`src/rtl/cc_cfg.svh`:
```
/*
 * constants of the converter control block: register indices, field positions,
 * reset values and conversion lengths.
 * assumes it is included by bare name from files under rtl/ and test/.
 */
`ifndef CC_CFG_SVH
`define CC_CFG_SVH

// register indices; the byte address on the bus is four times the index
`define CC_IDX_CTRL 10'h0a4
`define CC_IDX_TRIG 10'h0a6
`define CC_IDX_RESULT 10'h0a8

// control register fields
`define CC_BIT_DONE 7
`define CC_BIT_BUSY 6
`define CC_BIT_MODE 5
`define CC_BIT_EN 4
`define CC_BIT_RESULT_LEFT_ALIGN 3
`define CC_CKSEL_HI 2
`define CC_CKSEL_LO 0
`define CC_CTRL_RESET 8'h00

// trigger register fields
`define CC_TRG_HI 1
`define CC_TRG_LO 0
`define CC_TRG_RESET 2'h0
`define CC_TRG_SOFTWARE 2'h0

// conversion lengths in converter clock cycles
`define CC_ADC_CYCLES 4'hd
`define CC_DAC_CYCLES 4'hb
`define CC_SAMPLE_CYCLE 4'h3

// internal oscillator divider, oscillator clock select and sample and result widths
`define CC_RC_LAST 2'h3
`define CC_CKSEL_RC 3'h0
`define CC_SAMPLE_W 10
`define CC_RESULT_W 16

`endif

```
`src/rtl/cc_pkg.sv`:
```
/*
 * types of the converter control block.
 * assumes cc_cfg.svh holds the numeric constants.
 */
package cc_pkg;
	typedef enum logic [0:0] {
		CC_IDLE,
		CC_RUN
	} cc_state_e;
	typedef logic [9:0] cc_sample_t;
endpackage

```
`src/rtl/cc_conv_if.sv`:
```
/*
 * carrier between the control top, the clock generator and the sequencer.
 * assumes all three parties run on the system clock.
 */
interface cc_conv_if;
	import cc_pkg::*;
	logic enable;
	logic [2:0] clk_sel;
	logic tick;
	logic start;
	logic dac_mode;
	logic done_toggle;
	logic active;
	logic sample_strobe;
	cc_sample_t sample_word;
	modport ctl (output enable, output clk_sel, output start, output dac_mode,
		input tick, input done_toggle, input active, input sample_strobe, input sample_word);
	modport clkgen (input enable, input clk_sel, output tick);
	modport seq (input enable, input tick, input start, input dac_mode,
		output done_toggle, output active, output sample_strobe, output sample_word);
endinterface

```
`src/rtl/cc_clock_gen.sv`:
```
/*
 * converter clock generator: a one-cycle tick per converter clock period.
 * assumes clk_sys_in is the oscillator source ahead of any cpu clock divider,
 * and rc_osc_in is a free-running internal oscillator from another domain.
 */
`include "cc_cfg.svh"
module cc_clock_gen
	import cc_pkg::*;
(
	input wire logic clk_sys_in,
	input wire logic rst_in,
	input wire logic rc_osc_in,
	cc_conv_if.clkgen cv
);
	logic rc_meta;
	logic rc_sync;
	logic rc_last;
	logic [1:0] rc_count;
	logic [6:0] pre_count;
	wire rc_rise = rc_sync & ~rc_last;
	// prescaler taps: /2^sel wraps when the low sel bits are all ones
	wire [7:0] tap_wide = (8'h01 << cv.clk_sel) - 8'h01;
	wire [6:0] tap_mask = tap_wide[6:0];
	wire pre_tick = (pre_count & tap_mask) == tap_mask;
	wire rc_tick = rc_rise && (rc_count == `CC_RC_LAST);

	// oscillator pin passes two flops before the edge detector sees it
	always_ff @(posedge clk_sys_in or posedge rst_in) begin
		if (rst_in) begin
			rc_meta <= 1'b0;
			rc_sync <= 1'b0;
			rc_last <= 1'b0;
		end else begin
			rc_meta <= rc_osc_in;
			rc_sync <= rc_meta;
			rc_last <= rc_sync;
		end
	end

	// counters are cleared and held at zero while disabled, so they do not toggle in idle; the oscillator synchroniser keeps running
	always_ff @(posedge clk_sys_in or posedge rst_in) begin
		if (rst_in) begin
			rc_count <= 2'h0;
			pre_count <= 7'h00;
		end else if (!cv.enable) begin
			rc_count <= 2'h0;
			pre_count <= 7'h00;
		end else begin
			if (rc_rise)
				rc_count <= rc_count + 2'h1;
			pre_count <= pre_count + 7'h01;
		end
	end

	assign cv.tick = cv.enable && ((cv.clk_sel == `CC_CKSEL_RC) ? rc_tick : pre_tick);
endmodule

```
`src/rtl/cc_sequencer.sv`:
```
/*
 * conversion sequencer counting converter clock ticks.
 * assumes a one-cycle start pulse and a sample word that is valid at the last tick.
 */
`include "cc_cfg.svh"
module cc_sequencer
	import cc_pkg::*;
(
	input wire logic clk_sys_in,
	input wire logic rst_in,
	input wire cc_sample_t adc_sample_in,
	cc_conv_if.seq cv
);
	cc_state_e state;
	logic pending;
	logic mode;
	logic [3:0] count;
	logic toggle;
	cc_sample_t sample;
	wire [3:0] last = mode ? `CC_DAC_CYCLES : `CC_ADC_CYCLES;
	wire [3:0] next_count = count + 4'h1;
	wire finish = (state == CC_RUN) && cv.tick && (next_count == last);

	// a start waits for the next tick; clearing enable aborts at once
	always_ff @(posedge clk_sys_in or posedge rst_in) begin
		if (rst_in) begin
			state <= CC_IDLE;
			pending <= 1'b0;
			mode <= 1'b0;
			count <= 4'h0;
		end else if (!cv.enable) begin
			state <= CC_IDLE;
			pending <= 1'b0;
			count <= 4'h0;
		end else begin
			case (state)
				CC_IDLE: begin
					if (cv.start) begin
						pending <= 1'b1;
						mode <= cv.dac_mode;
					end
					if (pending && cv.tick) begin
						state <= CC_RUN;
						pending <= 1'b0;
						count <= 4'h1;
					end
				end
				CC_RUN: begin
					if (finish)
						state <= CC_IDLE;
					else if (cv.tick)
						count <= next_count;
				end
				default: state <= CC_IDLE;
			endcase
		end
	end

	// completion is a toggle so the top can resynchronise it as an event
	always_ff @(posedge clk_sys_in or posedge rst_in) begin
		if (rst_in) begin
			toggle <= 1'b0;
			sample <= '0;
		end else if (finish) begin
			toggle <= ~toggle;
			sample <= adc_sample_in;
		end
	end

	assign cv.done_toggle = toggle;
	assign cv.sample_word = sample;
	assign cv.active = (state == CC_RUN) || pending;
	assign cv.sample_strobe = (state == CC_RUN) && !mode && cv.tick && (next_count == `CC_SAMPLE_CYCLE);
endmodule

```
`src/rtl/cc_top.sv`:
```
/*
 * converter control and status: apb slave with the control, trigger and
 * result registers, start logic, completion flag and result alignment.
 * assumes an apb master on the system clock, timer overflow pulses and the
 * interrupt vector acknowledge on the same clock, and an analog core that
 * offers a signed ten-bit sample at the end of each conversion.
 */
// Our own choice: the APB register port.
`include "cc_cfg.svh"

// Contract
// - control register bit layout, flag at seven
// - done flag set at end, cleared by vector
// - software trigger: writing one starts conversion
// - busy stays set until conversion completes
// - timer triggers drive busy by hardware
// - mode bit selects dac when set
// - converter runs only while enabled
// - right aligned result is sign extended
// - left adjust bit left aligns result
// - select zero uses oscillator divided four
// - selects one to seven divide by powers
// - start needs the enable bit set
// - adc takes thirteen clocks, writes result
// - dac takes eleven clocks, sets flag
// - every selected timer overflow starts conversion (code drops one that arrives while busy)
module cc_top
	import cc_pkg::*;
(
	input wire logic clk_sys_in,
	input wire logic rst_in,
	input wire logic psel_in,
	input wire logic penable_in,
	input wire logic pwrite_in,
	input wire logic [11:0] paddr_in,
	input wire logic [31:0] pwdata_in,
	input wire logic [3:0] pstrb_in,
	output logic [31:0] prdata_out,
	output logic pready_out,
	output logic pslverr_out,
	input wire logic isr_vector_ack_in,
	input wire logic [2:0] timer_overflow_in,
	input wire logic rc_osc_in,
	input wire cc_sample_t adc_sample_in,
	output logic conv_enable_out,
	output logic dac_mode_out,
	output logic conv_tick_out,
	output logic conv_active_out,
	output logic sample_strobe_out,
	output logic dac_load_out,
	output logic [15:0] result_out,
	output logic conversion_done_flag_out,
	output logic start_busy_flag_out
);
	cc_conv_if cv ();

	// software visible state
	logic conversion_done_flag;
	logic start_busy_flag;
	logic dac_mode;
	logic converter_enable;
	logic result_left_align;
	logic [2:0] clock_select;
	logic [1:0] trigger_select;
	logic [15:0] result;
	logic [31:0] prdata;
	logic dac_load;

	// completion crossing: toggle, two flops, then an edge detector
	logic done_meta;
	logic done_sync;
	logic done_seen;

	// -------------------------------------------------------------
	// bus decode
	// -------------------------------------------------------------

	// word index; the two low address bits must be zero
	wire [9:0] word_index = paddr_in[11:2];
	wire aligned = (paddr_in[1:0] == 2'h0);
	wire hit_ctrl = aligned && (word_index == `CC_IDX_CTRL);
	wire hit_trig = aligned && (word_index == `CC_IDX_TRIG);
	wire hit_result = aligned && (word_index == `CC_IDX_RESULT);
	wire hit_any = hit_ctrl || hit_trig || hit_result;

	// setup phase loads the read data, access phase completes the transfer
	wire setup_phase = psel_in && !penable_in;
	wire access_phase = psel_in && penable_in;

	// writes land only on byte lane zero, the writable registers are a byte wide
	wire lane0 = pstrb_in[0];
	wire wr_access = access_phase && pwrite_in && lane0;
	wire wr_ctrl = wr_access && hit_ctrl;
	wire wr_trig = wr_access && hit_trig;

	// write data split into control fields
	wire [7:0] wbyte = pwdata_in[7:0];
	wire w_go = wbyte[`CC_BIT_BUSY];
	wire w_mode = wbyte[`CC_BIT_MODE];
	wire w_enable = wbyte[`CC_BIT_EN];
	wire w_result_left_align = wbyte[`CC_BIT_RESULT_LEFT_ALIGN];
	wire [2:0] w_cksel = wbyte[`CC_CKSEL_HI:`CC_CKSEL_LO];
	wire [1:0] w_trig = wbyte[`CC_TRG_HI:`CC_TRG_LO];

	// -------------------------------------------------------------
	// control register image
	// -------------------------------------------------------------

	// bit order from the top: done, busy, mode, enable, align, clock select
	wire [7:0] ctrl_image = {conversion_done_flag, start_busy_flag, dac_mode,
		converter_enable, result_left_align, clock_select};
	wire [7:0] trig_image = {6'h00, trigger_select};

	// read mux; unmapped words read as zero
	wire [31:0] read_mux = hit_ctrl ? {24'h000000, ctrl_image} :
		hit_trig ? {24'h000000, trig_image} :
		hit_result ? {16'h0000, result} : 32'h00000000;

	// -------------------------------------------------------------
	// start and busy
	// -------------------------------------------------------------

	// the enable that applies to a start is the one in force after this cycle,
	// so a single write may enable the converter and start it together
	wire next_enable = wr_ctrl ? w_enable : converter_enable;
	wire next_dac_mode = wr_ctrl ? w_mode : dac_mode;
	wire software_trigger = (trigger_select == `CC_TRG_SOFTWARE);

	// software start: a one written to the busy bit
	wire sw_start = wr_ctrl && w_go && software_trigger && next_enable;

	// timer start: the overflow of the timer picked by the trigger field
	wire [1:0] timer_pick = trigger_select - 2'h1;
	wire timer_fire = !software_trigger && timer_overflow_in[timer_pick];
	// an overflow while busy is dropped: the timer must run slower than a conversion
	wire hw_start = timer_fire && next_enable && !start_busy_flag;

	// sw_start while already busy restarts nothing; the running conversion goes on
	wire start = (sw_start && !start_busy_flag) || hw_start;

	// completion event seen in the register domain
	wire done_event = done_sync ^ done_seen;

	// -------------------------------------------------------------
	// bus answer
	// -------------------------------------------------------------

	// zero wait states; a miss or misaligned address answers with an error
	assign pready_out = 1'b1;
	assign pslverr_out = access_phase && !hit_any;
	assign prdata_out = prdata;

	// read data is captured in the setup cycle so it comes from a flop
	always_ff @(posedge clk_sys_in or posedge rst_in) begin
		if (rst_in)
			prdata <= 32'h00000000;
		else if (setup_phase && !pwrite_in)
			prdata <= read_mux;
	end

	// -------------------------------------------------------------
	// configuration fields
	// -------------------------------------------------------------

	// mode, enable, alignment and clock select follow software writes
	always_ff @(posedge clk_sys_in or posedge rst_in) begin
		if (rst_in) begin
			dac_mode <= 1'b0;
			converter_enable <= 1'b0;
			result_left_align <= 1'b0;
			clock_select <= 3'h0;
		end else if (wr_ctrl) begin
			dac_mode <= w_mode;
			converter_enable <= w_enable;
			result_left_align <= w_result_left_align;
			clock_select <= w_cksel;
		end
	end

	// trigger source selection
	always_ff @(posedge clk_sys_in or posedge rst_in) begin
		if (rst_in)
			trigger_select <= `CC_TRG_RESET;
		else if (wr_trig)
			trigger_select <= w_trig;
	end

	// -------------------------------------------------------------
	// status flags
	// -------------------------------------------------------------

	// busy: set by either start, cleared by the synced completion or disable;
	// a start is masked while busy is still set, so a request in the completion cycle is dropped
	always_ff @(posedge clk_sys_in or posedge rst_in) begin
		if (rst_in)
			start_busy_flag <= 1'b0;
		else if (!next_enable)
			start_busy_flag <= 1'b0;
		else if (start)
			start_busy_flag <= 1'b1;
		else if (done_event)
			start_busy_flag <= 1'b0;
	end

	// done flag: hardware set beats the vector acknowledge in the same cycle
	always_ff @(posedge clk_sys_in or posedge rst_in) begin
		if (rst_in)
			conversion_done_flag <= 1'b0;
		else if (done_event)
			conversion_done_flag <= 1'b1;
		else if (isr_vector_ack_in)
			conversion_done_flag <= 1'b0;
	end

	// completion crossing; only done_sync reads done_meta
	always_ff @(posedge clk_sys_in or posedge rst_in) begin
		if (rst_in) begin
			done_meta <= 1'b0;
			done_sync <= 1'b0;
			done_seen <= 1'b0;
		end else begin
			done_meta <= cv.done_toggle;
			done_sync <= done_meta;
			done_seen <= done_sync;
		end
	end

	// -------------------------------------------------------------
	// result alignment
	// -------------------------------------------------------------

	// the alignment in force when the completion is seen decides the layout
	wire [15:0] right_word = {{6{cv.sample_word[9]}}, cv.sample_word};
	wire [15:0] left_word = {cv.sample_word, 6'h00};
	wire [15:0] aligned_word = result_left_align ? left_word : right_word;

	// dac conversions leave the last adc result untouched
	always_ff @(posedge clk_sys_in or posedge rst_in) begin
		if (rst_in)
			result <= 16'h0000;
		else if (done_event && !dac_mode)
			result <= aligned_word;
	end

	// dac buffer load: one system cycle at the start of a dac conversion
	always_ff @(posedge clk_sys_in or posedge rst_in) begin
		if (rst_in)
			dac_load <= 1'b0;
		else
			dac_load <= start && next_dac_mode;
	end

	// -------------------------------------------------------------
	// sequencer and clock
	// -------------------------------------------------------------

	// the enable in force after this cycle, so a start in the enabling write is not lost
	assign cv.enable = next_enable;
	assign cv.clk_sel = clock_select;
	assign cv.start = start;
	assign cv.dac_mode = next_dac_mode;

	cc_clock_gen u_clock_gen (
		.clk_sys_in(clk_sys_in),
		.rst_in(rst_in),
		.rc_osc_in(rc_osc_in),
		.cv(cv.clkgen)
	);

	cc_sequencer u_sequencer (
		.clk_sys_in(clk_sys_in),
		.rst_in(rst_in),
		.adc_sample_in(adc_sample_in),
		.cv(cv.seq)
	);

	// -------------------------------------------------------------
	// outputs to the analog core and the cpu
	// -------------------------------------------------------------

	// the analog core is powered only while enabled
	assign conv_enable_out = converter_enable;
	assign dac_mode_out = dac_mode;
	assign conv_tick_out = cv.tick;
	assign conv_active_out = cv.active;
	assign sample_strobe_out = cv.sample_strobe;
	assign dac_load_out = dac_load;
	assign result_out = result;
	assign conversion_done_flag_out = conversion_done_flag;
	assign start_busy_flag_out = start_busy_flag;
endmodule

```
`config.mk`:
```
export PLATFORM = sky130hd
export DESIGN_NAME = cc_top
export DESIGN_NICKNAME = d
export VERILOG_FILES = /design/src/rtl/cc_pkg.sv /design/src/rtl/cc_conv_if.sv /design/src/rtl/cc_clock_gen.sv /design/src/rtl/cc_sequencer.sv /design/src/rtl/cc_top.sv
export VERILOG_INCLUDE_DIRS = /design/src /design/src/rtl
export SDC_FILE = /design/constraint.sdc
export NUM_CORES = 1
export LEC_CHECK = 0
export BUFFER_PORTS_ARGS = -buffer_cell sky130_fd_sc_hd__buf_2
export CAP_MARGIN = 20
export CORE_UTILIZATION = 50
export DETAILED_ROUTE_END_ITERATION = 12
export PLACE_DENSITY = 0.83
export SYNTH_ARGS = -nofsm -noshare
export SYNTH_HDL_FRONTEND = slang
export SYNTH_HIERARCHICAL = 1
export SYNTH_SLANG_ARGS = --single-unit
```
`constraint.sdc`:
```
create_clock -name clk_sys_in -period 6.6 [get_ports clk_sys_in]
set_input_delay 1.32 -clock clk_sys_in [delete_from_list [all_inputs] [get_ports clk_sys_in]]
set_output_delay 1.32 -clock clk_sys_in [all_outputs]
set_load 0.03 [all_outputs]
```
======== Word-level counts from Yosys, hierarchy flattened ========
Index checks and enable logic that the tools add are counted.
storage, ports and cells
  logic and storage cells ................. 128
  bits of input ports ..................... 68
  output and inout bits ................... 58
  bits in registers ....................... 92
operators by class
  magnitude comparators ................... 1
  add/subtract/negate cells ............... 5
  equal/unequal tests ..................... 14
  multiplexer cells ....................... 31
  reductions and logical operators ........ 46
  shift operators ......................... 1
  bitwise logic cells ..................... 6
operators with widths
  operator               count
  $mux W16               3
  $eq A10 B8 Y1 const B  3
  $logic_and A1 B1 Y1    28
  $mux W1                16
  $mux W4                4
  $mux W15               1
  $pmux W4 S2            1
  $add A7 B1 Y7 const B  1
  $and A7 B7 Y7          1
  $eq A7 B7 Y1           1
  $logic_not A1 Y1       7
  $mux W7                1
  $shl A1 B3 Y7 const A  1
  $sub A7 B1 Y7 const B  1
  $ne A3 B1 Y1 const B   2
  $ne A3 B2 Y1 const B   2
  $reduce_and A3 Y1      2
  $add A4 B1 Y4 const B  1
  $eq A4 B2 Y1 const B   1
  $eq A4 B4 Y1           1
  $logic_not A2 Y1       2
  $logic_or A1 B1 Y1     4
  $mux W2                2
  $logic_not A3 Y1       1
  other kinds (15)       17

======== Logic depth before layout (Yosys ltp) ========
  word-level depth ........................ 13
  gate-level depth with buffers ........... 12
  gate-level depth less buffers ........... 11

======== Hierarchy ========
Netlist, hierarchy kept.
modules (own cells, without submodules)
  module        cells an instance  seq. area each (µm²)  instances  area each (µm²)
  cc_top        223                1151.1                1          2283.4
  cc_sequencer  81                 450.4                 1          963.4
  cc_clock_gen  63                 300.3                 1          645.6

======== Worst setup path after synthesis ========
OpenSTA, ideal clock, no wires.
  path kind ............................... input port to output port
  from .................................... in paddr_in[8]
  to ...................................... out sample_strobe_out
  stages .................................. 9
  arrival time ............................ 4530 ps
  path slack .............................. 750 ps
  required time ........................... 5280 ps
  path buffers ............................ 0
  cells stage by stage .................... nor4b_4 -> nand3_2 -> nor3_4 -> mux2_2 -> o2111ai_1 -> a221o_1 -> o31ai_2 -> nand4b_1 -> a211oi_1
on the way
  longest elaborated chain between the ends .. 7
ends and longest elaborated chain
  item                               RTL line            text
  from (decl)                        cc_top.sv:35        input wire logic [11:0] paddr_in,
  $eq A10 B8 Y1 (no source line)     -
  $logic_and A1 B1 Y1                cc_top.sv:81        wire hit_ctrl = aligned && (word_index == `CC_IDX_CTRL);
  $logic_and A1 B1 Y1                cc_top.sv:93        wire wr_ctrl = wr_access && hit_ctrl;
  $mux W1                            -
  net cv.enable                      cc_conv_if.sv:7     logic enable;
  $logic_and A1 B1 Y1                cc_clock_gen.sv:55  assign cv.tick = cv.enable && ((cv.clk_sel == `CC_CKSEL_RC) ? rc_tick : pre_tick);
  net conv_tick_out                  cc_top.sv:47        output logic conv_tick_out,
  $logic_and A1 B1 Y1 (2 in series)  cc_sequencer.sv:73  assign cv.sample_strobe = (state == CC_RUN) && !mode && cv.tick && (next_count == `CC_SAMPLE_CYCLE);
  to (decl)                          cc_top.sv:49        output logic sample_strobe_out,
The timed path passes the listed nets, and every way through them passes these cells.

======== Worst setup path after layout ========
  from .................................... in paddr_in[2]
  to ...................................... out sample_strobe_out
on the way
  longest elaborated chain between the ends .. 7
ends and longest elaborated chain
  item                               RTL line
  $eq A10 B8 Y1 (no source line)     -
  $logic_and A1 B1 Y1                cc_top.sv:81
  $logic_and A1 B1 Y1                cc_top.sv:93
  $mux W1                            -
  net cv.enable                      cc_conv_if.sv:7
  $logic_and A1 B1 Y1                cc_clock_gen.sv:55
  $logic_and A1 B1 Y1 (2 in series)  cc_sequencer.sv:73
The timed path passes the listed nets, and every way through them passes these cells.

==> out/results.tsv <==
metric	value	unit
io_pins	126	
combPwrFrac	5.0	%
syn_area	3892	um^2
detail-route-antenna-nets	0	
dieArea	8141	um^2
fin_crit	5.765	ns
cp_max_fo	23	
netSwitchingFraction	21.14	%
postCtsSetupRepairBufs	0	
clkTransAtPathRegs	0.07	ns
critPathKind	input port to primary output	
p_per_area	214.7	nW/um^2
gr-total-overflow	0	
cts_resized	0	
whs_path_depth	0	
hpwl	6.196	mm
drt-initial-drc-count	233	
die_w	90.23	um
setup_viol	0	
clk_latency	0.35	ns
finClkSkew	0.008897	ns
cts_buffers	9	
min_from	done_meta	
final_util	61.60	%
yosysWarnings	6	
worst_pin_slew	0.8222	ns
slew_headroom	45.18	%
fin_setup_tns	0	ns
rsz0062_at_grt	false	
sequentialPowerShare	47.9	%
ys_types	61	
firstDrtPassIters	4	
p_leak	2.303	nW
required	5.28	ns
synth_area_leader_cell	dfrtp_1	
gp_congestion	0.8706	
coreArea	7370	um^2
m1WireLength	3.686	mm
totalWireLength	8.426	mm
end_kind	primary output	
yosys_most_used_dff	dfrtp_1	
synthCells	367	
met3_length	499	um
drv_cap	0	
place_ws	0.8737	ns
r2r_end	u_sequencer/cv.sample_word[8]	
max_freq	173.4	MHz
ys_ff_latch	76	
final_layout_size_suffix_gt1_share	29.98	%
area_growth	16.62	%
min_to	done_sync	
routedWlPerCell	15.43	um
fin_crit_sh	87.36	%
r2r_setup_slack	3.17	ns
clockBufferDepth	2	
numPortBuffers	80	
dr_wl_met2	3.998	mm
clkPwrFrac	47.2	%
fin_cells	546	
place_inst	531	
ir_worst_vdd	0.0001072	V
drv_slew	0	
grt_pass1_wl	14.24	mm
setup_ws	0.8345	ns
arrival	4.45	ns
die_h	90.23	um
synth-edff-count	0	
status	complete, no violations	
reg2reg_from	clock_select[2]	
htree_levels	3	
top_layer	met4	
grt_pass1_vias	2936	
vias_per_cell	5.542	
avgSynthCellArea	10.61	um^2
p_int	0.0007686	W
synth.most_common_cell	dfrtp_1	
synthTopCellsByCount	dfrtp_1, nand2_1, o21ai_0	
nNetsFinal	517	
grt_usage	22.10	%
drc	0	
ctsHoldBuffers	0	
netlist.area_leader.share	48.86	%
seq_area_frac_synth	48.86	%
num_vias	3026	
antennaDiodeCount	0	
cts_tree	yes	
root_buffer	clkbuf_8	
antenna_found_initial	0	
async_reset_ff_share	100.0	%
rr_worst_depth	10	
hold_violations	0	
power.switching	0.0002060	W
start_kind	input port	
synth.area.top_cells	dfrtp_1, nand2_1, buf_4	
hold_slack	0.3505	ns
num_rows	31	
min_path_type	flop to flop	
cts_sinks	76	
start_util	52.82	%
grt_max_degree	47	
==> stage by stage <==
step	cell area, um^2	total power, W
after floorplan	3949	0.0005137
after global placement	4279	0.0005237
after detailed placement	4279	0.0005247
after CTS	4539	0.0009840
after global routing	4539	0.001008
final	4539	0.0009746
==> per-layer routing <==
metal / vias up / global-route usage (%)
met3: 19 / 3.892
met2: 112 / 35.24
met5: - / 0
met1: 1479 / 28.96
met4: 0 / 11.29
li1: 1416 / -
==> state kept, by name, indices dropped and copies added (netlist names), 2 cells and up <==
| signal | count |
|---|---|
| trigger_select | 2 |
| u_sequencer/count | 4 |
| clock_select | 3 |
| u_clock_gen/rc_count | 2 |
| result_out | 16 |
| u_sequencer/cv.sample_word | 10 |
| u_clock_gen/pre_count | 7 |
| prdata_out | 16 |
==> worst max-delay path by stage <==
stage / slack, ns / end / cells past startpoint / from
finish: 0.83 / sample_strobe_out / 13 / paddr_in[2]
global route: 0.59 / sample_strobe_out / 13 / paddr_in[2]
CTS: 0.84 / sample_strobe_out / 13 / paddr_in[2]
detailed placement: 0.87 / sample_strobe_out / 13 / paddr_in[2]
global placement: 0.98 / sample_strobe_out / 13 / paddr_in[8]
floorplan: 0.75 / sample_strobe_out / 9 / paddr_in[8]
==> critical path: stages <==
cell	delay, ns
buf_2	0.10
nor3b_1	0.32
nand3_2	0.30
nor3_4	0.25
buf_4	0.23
mux2_2	0.41
o2111ai_1	0.18
a221o_1	0.30
o31ai_2	0.23
buf_4	0.21
nand4b_1	0.11
a211oi_1	0.23
buf_2	0.23
==> cells in the final DEF, fill, tap and decap left out, types with 5 or more instances in the layout <==
| cell | instances |
|---|---|
| o211ai_1 | 5 |
| mux2_4 | 8 |
| o21ai_0 | 26 |
| inv_1 | 9 |
| mux2i_1 | 9 |
| nand3b_1 | 9 |
| and2_1 | 5 |
| a22o_1 | 8 |
| a21oi_1 | 14 |
| dfrtp_1 | 76 |
| a21o_1 | 6 |
| clkbuf_8 | 9 |
| conb_1 | 17 |
| xor2_1 | 5 |
| buf_2 | 80 |
| ha_1 | 6 |
| nand3_1 | 13 |
| nor2_1 | 10 |
| nand2_1 | 42 |
| nor2b_1 | 9 |
| mux2_2 | 11 |
==> cell families after synthesis <==
kind of cell | after synthesis | share of synthesized area (%)
other | 2 | 0.1929
AO/OA/AOI/OAI | 81 | 13.92
flip-flops | 76 | 48.86
buffers and inverters | 44 | 6.621
multiplexers | 28 | 8.583
adder cells (fa/ha/maj) | 6 | 1.929
AND/OR/NAND/NOR | 121 | 17.87
XOR/XNOR | 9 | 2.025
==> power groups by stage <==
| stage | logic, W | registers [W] | clock network, W |
|---|---|---|---|
| global route | 0.0000535 | 0.000467 | 0.000488 |
| finish | 0.0000484 | 0.000467 | 0.000460 |
| CTS | 0.0000490 | 0.000467 | 0.000468 |
| global placement | 0.0000479 | 0.000476 | 0 |
| detailed placement | 0.0000488 | 0.000476 | 0 |
| floorplan | 0.0000380 | 0.000476 | 0 |
==> layout make-up <==
cell class                 count  area [um^2]
multi-input combinational    262         1789
tap                           99        123.9
fill                         606         2830
inverter                      11        41.29
clock inverter                 6        136.4
timing repair buffer          83        422.9
sequential                    76         1902
clock buffer                   9        123.9
Power figures use the tool's default switching activity.
